--- config.mk ---
export PLATFORM = sky130hd
export DESIGN_NAME = aats_sequencer
export DESIGN_NICKNAME = d
export VERILOG_FILES = /design/src/rtl/aats_pkg.sv /design/src/rtl/aats_stream_if.sv /design/src/rtl/aats_buf2.sv /design/src/rtl/aats_sequencer.sv
export VERILOG_INCLUDE_DIRS = /design/src /design/src/rtl
export SDC_FILE = /design/constraint.sdc
export NUM_CORES = 1
export LEC_CHECK = 0
export BUFFER_PORTS_ARGS = -buffer_cell sky130_fd_sc_hd__buf_2
export CAP_MARGIN = 5
export CORE_MARGIN = 8
export CORE_UTILIZATION = 57
export DETAILED_ROUTE_END_ITERATION = 6
export PLACE_DENSITY = 0.83
export SLEW_MARGIN = 40
export SYNTH_ARGS = -nofsm -noshare
export SYNTH_HDL_FRONTEND = slang
export SYNTH_SLANG_ARGS = --single-unit
--- constraint.sdc ---
create_clock -name clk -period 5.94 [get_ports clk]
set_clock_uncertainty 0.05 [all_clocks]
set_input_delay 0.297 -clock clk [delete_from_list [all_inputs] [get_ports clk]]
set_output_delay 0.297 -clock clk [all_outputs]
set_load 0.02 [all_outputs]
--- src/rtl/aats_regs.svh ---
// constants for the auto-ack transaction sequencer
`ifndef AATS_REGS_SVH
`define AATS_REGS_SVH
`define AATS_CLK_NS          10
`define AATS_SETTLE_US       130
`define AATS_SETTLE_CYC      ((`AATS_SETTLE_US * 1000 + `AATS_CLK_NS - 1) / `AATS_CLK_NS)
`define AATS_ACK_TMO_US      250
`define AATS_ACK_TMO_CYC     (`AATS_ACK_TMO_US * 1000 / `AATS_CLK_NS)
`define AATS_ACK_TMO_SLOW_US 500
`define AATS_ACK_TMO_SLOW_CYC (`AATS_ACK_TMO_SLOW_US * 1000 / `AATS_CLK_NS)
`define AATS_ARD_STEP_US     250
`define AATS_ARD_STEP_CYC    (`AATS_ARD_STEP_US * 1000 / `AATS_CLK_NS)
`define AATS_BIT_NS_1M       1000
`define AATS_BIT_NS_2M       500
`define AATS_BIT_NS_250K     4000
`define AATS_CYC_1M          (`AATS_BIT_NS_1M / `AATS_CLK_NS)
`define AATS_CYC_2M          (`AATS_BIT_NS_2M / `AATS_CLK_NS)
`define AATS_CYC_250K        (`AATS_BIT_NS_250K / `AATS_CLK_NS)
`define AATS_PREAMBLE_BYTES  1
`define AATS_CTRL_BITS       9
`define AATS_TMR_W           20
`define AATS_TAG_W           8
`define AATS_WORD_W          9
`define AATS_BUF_DEPTH       2
`endif

--- src/rtl/aats_pkg.sv ---
// types of the auto-ack transaction sequencer
`default_nettype none
package aats_pkg;
  typedef enum logic [1:0] {
    AATS_RATE_1M   = 2'b00,
    AATS_RATE_2M   = 2'b01,
    AATS_RATE_250K = 2'b10
  } aats_rate_t;

  typedef enum logic [3:0] {
    AATS_IDLE       = 4'b0000,
    AATS_TX_SETTLE  = 4'b0001,
    AATS_TX_AIR     = 4'b0010,
    AATS_ACK_WAIT   = 4'b0011,
    AATS_ACK_RECV   = 4'b0100,
    AATS_RETRY_WAIT = 4'b0101,
    AATS_RX_LISTEN  = 4'b0110,
    AATS_RX_SETTLE  = 4'b0111,
    AATS_RX_ACK_AIR = 4'b1000
  } aats_state_t;
endpackage
`default_nettype wire

--- src/rtl/aats_stream_if.sv ---
// valid/ready word stream between sequencer parts
`timescale 1ns/1ps
`default_nettype none
`include "aats_regs.svh"
interface aats_stream_if;
  logic                    valid;
  logic                    ready;
  logic [`AATS_WORD_W-1:0] data;
  modport src (output valid, output data, input ready);
  modport snk (input valid, input data, output ready);
endinterface
`default_nettype wire

--- src/rtl/aats_buf2.sv ---
// two-entry transmit queue buffer
`timescale 1ns/1ps
`default_nettype none
`include "aats_regs.svh"
module aats_buf2 (
  input  wire logic   clk,
  input  wire logic   reset,
  aats_stream_if.snk  push,
  aats_stream_if.src  pop
);
  import aats_pkg::*;

  logic [`AATS_WORD_W-1:0] mem_r [`AATS_BUF_DEPTH];
  logic                    wr_ptr_r;
  logic                    rd_ptr_r;
  logic [1:0]              cnt_r;
  logic                    do_wr;
  logic                    do_rd;

  assign push.ready = (cnt_r != 2'd2);
  assign pop.valid  = (cnt_r != 2'd0);
  assign pop.data   = mem_r[rd_ptr_r];
  assign do_wr      = push.valid && push.ready;
  assign do_rd      = pop.valid && pop.ready;

  for (genvar i = 0; i < `AATS_BUF_DEPTH; i++) begin : g_entry
    always_ff @(posedge clk) begin
      if (reset) begin
        mem_r[i] <= '0;
      end else if (do_wr && (wr_ptr_r == 1'(i))) begin
        mem_r[i] <= push.data;
      end
    end
  end

  always_ff @(posedge clk) begin
    if (reset) begin
      wr_ptr_r <= 1'b0;
      rd_ptr_r <= 1'b0;
      cnt_r    <= 2'd0;
    end else begin
      if (do_wr) wr_ptr_r <= ~wr_ptr_r;
      if (do_rd) rd_ptr_r <= ~rd_ptr_r;
      if (do_wr && !do_rd) cnt_r <= cnt_r + 2'd1;
      else if (do_rd && !do_wr) cnt_r <= cnt_r - 2'd1;
    end
  end
endmodule
`default_nettype wire

--- src/rtl/aats_sequencer.sv ---
// auto-ack transaction sequencer, transmitter and receiver roles
// Contract
// static mode sends once without ack; autonomous mode sequences everything.
// each autonomous sequence ends with an event on the interrupt pin.
// skip-ack packet raises the interrupt right after sending.
// host holds activate high while the receiver should listen.
// host pulses activate high at least 10 us to start a send.
// transmitter settles 130 us before the packet goes on air.
// after sending with ack expected, transmitter turns to receive.
// receiver flags a packet then turns round to send the ack.
// ack received raises interrupt and drops the packet from the queue.
// receiver sets data-ready flag once a packet is complete.
// data-sent flag is set only once the ack has arrived; the code also sets it at the end of a skip-ack send.
// missing ack within the wait window causes a resend of the packet.
// ack wait times out after 250 us, or 500 us at the slow rate.
// end of send to start of resend is the wait in 250 us steps.
// retry limit reached raises retry-limit flag and returns to idle.
// interrupt pin is active low, fed by three maskable sources.
// airtime is eight bits per byte plus nine control bits over rate.
`timescale 1ns/1ps
`default_nettype none
`include "aats_regs.svh"
module aats_sequencer #(
  parameter int unsigned SETTLE_CYC       = `AATS_SETTLE_CYC,
  parameter int unsigned ACK_TMO_CYC      = `AATS_ACK_TMO_CYC,
  parameter int unsigned ACK_TMO_SLOW_CYC = `AATS_ACK_TMO_SLOW_CYC,
  parameter int unsigned ARD_STEP_CYC     = `AATS_ARD_STEP_CYC
) (
  input  wire logic                   clk,
  input  wire logic                   reset,
  input  wire logic                   activate,
  input  wire logic                   role_is_transmitter,
  input  wire logic                   auto_ack_enable,
  input  wire aats_pkg::aats_rate_t   air_rate,
  input  wire logic [2:0]             addr_bytes,
  input  wire logic [5:0]             payload_bytes,
  input  wire logic [1:0]             crc_bytes,
  input  wire logic [3:0]             retransmit_wait,
  input  wire logic [3:0]             retry_limit_count,
  input  wire logic                   mask_rx_ready,
  input  wire logic                   mask_tx_sent,
  input  wire logic                   mask_retry_limit,
  input  wire logic                   clear_rx_ready,
  input  wire logic                   clear_tx_sent,
  input  wire logic                   clear_retry_limit,
  input  wire logic                   tx_push_valid,
  output logic                        tx_push_ready,
  input  wire logic [`AATS_TAG_W-1:0] tx_push_tag,
  input  wire logic                   tx_push_no_ack,
  input  wire logic                   phy_addr_match,
  input  wire logic                   phy_pkt_done,
  input  wire logic                   phy_pkt_crc_ok,
  input  wire logic                   phy_pkt_no_ack,
  input  wire logic [`AATS_TAG_W-1:0] phy_rx_tag,
  output logic                        phy_tx_on,
  output logic                        phy_rx_on,
  output logic [`AATS_TAG_W-1:0]      air_tag_r,
  output logic [`AATS_TAG_W-1:0]      rx_tag_r,
  output logic [3:0]                  retry_cnt_r,
  output logic                        rx_data_ready_flag,
  output logic                        tx_data_sent_flag,
  output logic                        retry_limit_flag,
  output logic                        irq_n
);
  import aats_pkg::*;

  localparam int TW = `AATS_TMR_W;

  aats_state_t    state_r;
  logic [TW-1:0]  tmr_r;
  logic [TW-1:0]  ard_r;
  logic           act_m_r;
  logic           act_s_r;
  logic           blocked_r;
  logic           rx_flag_r;
  logic           tx_flag_r;
  logic           rt_flag_r;
  logic           irq_n_r;
  logic           set_rx;
  logic           set_tx;
  logic           set_rt;
  logic           pop;
  logic           head_no_ack;
  logic           skip_ack;
  logic           lost;
  logic           tmr_zero;
  logic [TW-1:0]  ack_tmo;
  logic [TW-1:0]  ard_cyc;

  aats_stream_if u_push ();
  aats_stream_if u_head ();

  assign u_push.valid = tx_push_valid;
  assign u_push.data  = {tx_push_no_ack, tx_push_tag};
  assign tx_push_ready = u_push.ready;
  assign u_head.ready = pop;
  assign head_no_ack  = u_head.data[`AATS_WORD_W-1];

  aats_buf2 u_buf (
    .clk   (clk),
    .reset (reset),
    .push  (u_push),
    .pop   (u_head)
  );

  // airtime in clock cycles for a packet of the given payload
  function automatic logic [TW-1:0] air_cyc(input logic [5:0] pay);
    logic [6:0]    bytes;
    logic [9:0]    bits;
    logic [TW-1:0] per;
    bytes = 7'(`AATS_PREAMBLE_BYTES) + {4'h0, addr_bytes}
          + {1'b0, pay} + {5'h00, crc_bytes};
    bits = {bytes, 3'b000} + 10'(`AATS_CTRL_BITS);
    unique case (air_rate)
      AATS_RATE_2M:   per = TW'(`AATS_CYC_2M);
      AATS_RATE_250K: per = TW'(`AATS_CYC_250K);
      default:        per = TW'(`AATS_CYC_1M);
    endcase
    air_cyc = TW'({10'h000, bits} * per);
  endfunction

  assign tmr_zero = (tmr_r == '0);
  assign ack_tmo  = (air_rate == AATS_RATE_250K) ? TW'(ACK_TMO_SLOW_CYC)
                                                 : TW'(ACK_TMO_CYC);
  assign ard_cyc  = TW'(({16'h0000, retransmit_wait} + 20'h00001)
                  * TW'(ARD_STEP_CYC));
  // static mode behaves as a send without acknowledgement
  assign skip_ack = head_no_ack || !auto_ack_enable;
  assign lost = ((state_r == AATS_ACK_WAIT) && !phy_addr_match && tmr_zero)
             || ((state_r == AATS_ACK_RECV) && phy_pkt_done
                 && !phy_pkt_crc_ok);

  // activate arrives from a pin
  always_ff @(posedge clk) begin
    if (reset) begin
      act_m_r <= 1'b0;
      act_s_r <= 1'b0;
    end else begin
      act_m_r <= activate;
      act_s_r <= act_m_r;
    end
  end

  always_comb begin
    set_rx = 1'b0;
    set_tx = 1'b0;
    set_rt = 1'b0;
    pop    = 1'b0;
    unique case (state_r)
      AATS_TX_AIR: begin
        if (tmr_zero && skip_ack) begin
          set_tx = 1'b1;
          pop    = 1'b1;
        end
      end
      AATS_ACK_RECV: begin
        if (phy_pkt_done && phy_pkt_crc_ok) begin
          set_tx = 1'b1;
          pop    = 1'b1;
        end
      end
      AATS_RX_LISTEN: begin
        if (act_s_r && phy_pkt_done && phy_pkt_crc_ok) set_rx = 1'b1;
      end
      default: begin
      end
    endcase
    if (lost && (retry_cnt_r == retry_limit_count)) set_rt = 1'b1;
  end

  always_ff @(posedge clk) begin
    if (reset) begin
      state_r     <= AATS_IDLE;
      tmr_r       <= '0;
      retry_cnt_r <= 4'h0;
      air_tag_r   <= '0;
      rx_tag_r    <= '0;
    end else begin
      if (!tmr_zero) tmr_r <= tmr_r - TW'(1);
      unique case (state_r)
        AATS_IDLE: begin
          if (role_is_transmitter) begin
            // a send starts on activate with a queued packet
            if (act_s_r && !blocked_r && u_head.valid) begin
              state_r     <= AATS_TX_SETTLE;
              tmr_r       <= TW'(SETTLE_CYC - 1);
              retry_cnt_r <= 4'h0;
            end
          end else if (act_s_r) begin
            state_r <= AATS_RX_LISTEN;
          end
        end
        AATS_TX_SETTLE: begin
          if (tmr_zero) begin
            state_r   <= AATS_TX_AIR;
            tmr_r     <= air_cyc(payload_bytes) - TW'(1);
            air_tag_r <= u_head.data[`AATS_TAG_W-1:0];
          end
        end
        AATS_TX_AIR: begin
          if (tmr_zero) begin
            if (skip_ack) begin
              state_r <= AATS_IDLE;
            end else begin
              state_r <= AATS_ACK_WAIT;
              tmr_r   <= ack_tmo - TW'(1);
            end
          end
        end
        AATS_ACK_WAIT: begin
          if (phy_addr_match) state_r <= AATS_ACK_RECV;
          else if (lost && set_rt) state_r <= AATS_IDLE;
          else if (lost) begin
            state_r     <= AATS_RETRY_WAIT;
            retry_cnt_r <= retry_cnt_r + 4'h1;
          end
        end
        AATS_ACK_RECV: begin
          if (phy_pkt_done && phy_pkt_crc_ok) state_r <= AATS_IDLE;
          else if (lost && set_rt) state_r <= AATS_IDLE;
          else if (lost) begin
            state_r     <= AATS_RETRY_WAIT;
            retry_cnt_r <= retry_cnt_r + 4'h1;
          end
        end
        AATS_RETRY_WAIT: begin
          if (ard_r == '0) begin
            state_r <= AATS_TX_AIR;
            tmr_r   <= air_cyc(payload_bytes) - TW'(1);
          end
        end
        AATS_RX_LISTEN: begin
          if (!act_s_r) state_r <= AATS_IDLE;
          else if (set_rx) begin
            rx_tag_r <= phy_rx_tag;
            if (auto_ack_enable && !phy_pkt_no_ack) begin
              state_r <= AATS_RX_SETTLE;
              tmr_r   <= TW'(SETTLE_CYC - 1);
            end
          end
        end
        AATS_RX_SETTLE: begin
          if (tmr_zero) begin
            state_r <= AATS_RX_ACK_AIR;
            tmr_r   <= air_cyc(6'h00) - TW'(1);
          end
        end
        AATS_RX_ACK_AIR: begin
          if (tmr_zero) state_r <= AATS_RX_LISTEN;
        end
        default: state_r <= AATS_IDLE;
      endcase
    end
  end

  // retransmit wait runs from the end of each send
  always_ff @(posedge clk) begin
    if (reset) begin
      ard_r <= '0;
    end else if ((state_r == AATS_TX_AIR) && tmr_zero) begin
      ard_r <= ard_cyc - TW'(1);
    end else if (ard_r != '0) begin
      ard_r <= ard_r - TW'(1);
    end
  end

  // after the retry limit a fresh activate edge is needed
  always_ff @(posedge clk) begin
    if (reset) blocked_r <= 1'b0;
    else if (set_rt) blocked_r <= 1'b1;
    else if (!act_s_r) blocked_r <= 1'b0;
  end

  // sticky flags; a set in the clear cycle wins
  always_ff @(posedge clk) begin
    if (reset) begin
      rx_flag_r <= 1'b0;
      tx_flag_r <= 1'b0;
      rt_flag_r <= 1'b0;
    end else begin
      rx_flag_r <= set_rx || (rx_flag_r && !clear_rx_ready);
      tx_flag_r <= set_tx || (tx_flag_r && !clear_tx_sent);
      rt_flag_r <= set_rt || (rt_flag_r && !clear_retry_limit);
    end
  end

  always_ff @(posedge clk) begin
    if (reset) irq_n_r <= 1'b1;
    else irq_n_r <= !((rx_flag_r && !mask_rx_ready)
                   || (tx_flag_r && !mask_tx_sent)
                   || (rt_flag_r && !mask_retry_limit));
  end

  assign rx_data_ready_flag = rx_flag_r;
  assign tx_data_sent_flag  = tx_flag_r;
  assign retry_limit_flag   = rt_flag_r;
  assign irq_n              = irq_n_r;
  assign phy_tx_on = (state_r == AATS_TX_AIR) || (state_r == AATS_RX_ACK_AIR);
  assign phy_rx_on = (state_r == AATS_ACK_WAIT) || (state_r == AATS_ACK_RECV)
                  || (state_r == AATS_RX_LISTEN);
endmodule
`default_nettype wire

==> impl_metrics.env <==
export IMPL_place_congestion=0.9642
export IMPL_fin_nets=1809
export IMPL_cp_required_ns=6.16
export IMPL_max_cap_violations=0
export IMPL_tritoncts="done"
export IMPL_ios=81
export IMPL_rsz0062_at_grt="yes"
export IMPL_clockBufferDepth=2
export IMPL_die_h_um=157.1
export IMPL_wl_per_cell_um=16.91
export IMPL_grt_pass1_vias=10295
export IMPL_slew_headroom_pct=35.85
export IMPL_finalSetupViolCount=0
export IMPL_cp_slowest_cell="fa_2"
export IMPL_layout_commonest_cell="ha_1"
export IMPL_clkSlewWorstSetupHoldPaths_ns=0.06
export IMPL_numPortBuffers=80
export IMPL_ys_ff_latch=94
export IMPL_yosysSeqAreaShare_pct=18.17
export IMPL_wl_mm=30.42
export IMPL_first_pass_iters=7
export IMPL_final_cell_mix="ha_1 (140), nor2_1 (137), inv_1 (136), nand2_1 (91), buf_4 (89)"
export IMPL_fmax_ghz=0.1686
export IMPL_finalCritPeriodShare_pct=99.87
export IMPL_final_area_sq_um=13660
export IMPL_crit_top_cell="fa_1"
export IMPL_coreArea_sq_um=19530
export IMPL_worst_pin_slew_ns=0.9622
export IMPL_status="finished, violations left"
export IMPL_crit_arrival_ns=6.15
export IMPL_synth_edf_count=18
export IMPL_die_area_sq_um=24690
export IMPL_critical_path_class="primary input to register"
export IMPL_overflow=0
export IMPL_instances_no_fill=1799
export IMPL_antenna_found_initial=0
export IMPL_cts_root_buf="clkbuf_16"
export IMPL_maxSlewViolCount=0
export IMPL_grt_pass1_wl_mm=47.02
export IMPL_hpwlAfterDp_mm=22.85
export IMPL_start_util_pct=58.13
export IMPL_min_period_ns=5.932
export IMPL_insertedDiodeCount=0
export IMPL_holdWs_ns=0.1013
export IMPL_finalHoldViolations=0
export IMPL_num_rows=51
export IMPL_yosysWarnings=0
export IMPL_synth_async_reset_ratio_pct=0
export IMPL_numCtsBuffers=9
export IMPL_cp_max_fo=5
export IMPL_holdBufCountCts=0
export IMPL_synthFlopType="dfxtp_1"
export IMPL_hp_class="primary input to register"
export IMPL_synth_cell_type_count=76
export IMPL_crit_family="adder cells"
export IMPL_critPathBufInv=6
export IMPL_place_area_sq_um=12730
export IMPL_clk_latency_ns=0.35
export IMPL_netlist_area_sq_um=11350
export IMPL_violations="DRC"
export IMPL_vias_per_cell=5.861
export IMPL_cp_depth=26
export IMPL_ys_top_cells_by_area="ha_1 (18%), dfxtp_1 (13%), fa_1 (11%)"
export IMPL_multi_input_area_sq_um=9314
export IMPL_synth_top_area_share_pct=17.97
export IMPL_hold_depth=2
export IMPL_slowest_delay_ns=0.61
export IMPL_avgSynthCellArea_sq_um=8.249
export IMPL_die_width_um=157.1
export IMPL_num_vias=10544
export IMPL_start_kind="primary input"
export IMPL_drive_above_1_share_pct=20.66
export IMPL_drc=10
export IMPL_area_delta_synth_final_pct=20.31
export IMPL_cts_max_level=3
export IMPL_grt_max_degree=50
export IMPL_grt_util_all_layers_pct=23.02
export IMPL_dp_cells=1770
export IMPL_finish_utilization_pct=69.94
export IMPL_drt_iter0_drc=1044
export IMPL_cts_sinks=94
export IMPL_fill_cells=1477
export IMPL_rr_worst_depth=7
export IMPL_synth_cells=1376
export IMPL_seqCellArea_sq_um=2062
export IMPL_ant_nets=0
export IMPL_end_kind="register"
export IMPL_yosysTopAreaCell="ha_1"
## cell type report
cell class	count	area share, %
Inverter	146	4.013
Clock buffer	9	1.649
Multi-Input combinational cell	1107	68.20
Sequential cell	94	15.10
Timing Repair Buffer	171	8.081
Tap cell	265	2.428
Clock inverter	7	0.5314
## stage by stage
stage / TNS (ns) / worst slack [ns]
after floorplan: 0 / 0.01049
after global placement: -1.835 / -0.2743
after detailed placement: -3.220 / -0.4491
after CTS: -0.01095 / -0.01095
after global routing: -0.9557 / -0.1753
final: 0 / 0.007618
## sequential cells by signal, summed over array words and instances (netlist names), named ones only
register            count
ard_r                  20
tmr_r                  20
u_buf.mem_r            18
air_tag_r               8
rx_tag_r                8
retry_cnt_r             4
state_r                 4
u_buf.cnt_r             2
act_m_r                 1
act_s_r                 1
blocked_r               1
irq_n                   1
retry_limit_flag        1
rx_data_ready_flag      1
tx_data_sent_flag       1
u_buf.rd_ptr_r          1
u_buf.wr_ptr_r          1
## worst reg2reg max path: stages (launching register included)
cell,delay [ns]
dfxtp_1,0.34
or4_4,0.58
or3_1,0.48
nor2_2,0.67
nand2_1,0.47
a21o_1,0.41
or3_1,0.40
o31ai_1,0.07
## Yosys cell counts, drive strengths merged (4+ instances only)
master	number
nand2b	21
or3	13
and2	35
nand2	106
a221oi	5
nand3b	6
nand4	9
nand3	23
a211oi	20
mux2i	27
xor2	39
edfxtp	18
inv	145
a31oi	14
nor3b	4
o21a	9
dfxtp	76
and3	11
fa	63
a311oi	5
a2111oi	6
o21bai	8
o211ai	8
clkbuf	32
nor3	34
nor2b	22
buf	6
ha	163
xnor2	60
a21oi	85
o31ai	10
or2	10
nor4	11
o21ai	48
a21o	14
nor2	150
or4	10
## logic make-up (layout without fill, tap and decap cells)
logic type / after synthesis / count (layout) / synth area share [%]
AND/OR/NAND/NOR: 474 / 474 / 21.05
AO/OA/AOI/OAI: 270 / 270 / 15.38
adder cells (fa/ha/maj): 226 / 226 / 29.08
buffers and inverters: 184 / 333 / 6.239
XOR/XNOR: 99 / 99 / 7.639
flip-flops: 94 / 94 / 18.17
multiplexers: 27 / 27 / 2.381
other: 2 / 11 / 0.06616
## layer usage
metal  vias to the layer above  GRT usage (%)  routed length [um]
met5                         -              0                   0
met4                         0          9.610                1193
met3                       124          3.592                1930
met2                       443          40.00               14860
met1                      4922          27.90               12430
li1                       5055              -                   -
## final timing paths
path	from	slack, ns	end
max	addr_bytes[1]	0.008	tmr_r[17]$_SDFF_PP0_
min	activate	0.10	act_m_r$_SDFF_PP0_
max reg2reg	tmr_r[4]$_SDFF_PP0_	2.38	ard_r[16]$_SDFFE_PP0P_
min reg2reg	act_m_r$_SDFF_PP0_	0.39	act_s_r$_SDFF_PP0_
## repair_timing
item | CTS | global route
resized for setup | 3 | 100
buffers inserted | 1 | 12
pin swaps | 5 | 82
setup endpoints to repair | 4 | 10
Power is not shown: default switching activity piles up to over one toggle a cycle in this logic, so the estimate is an artifact.
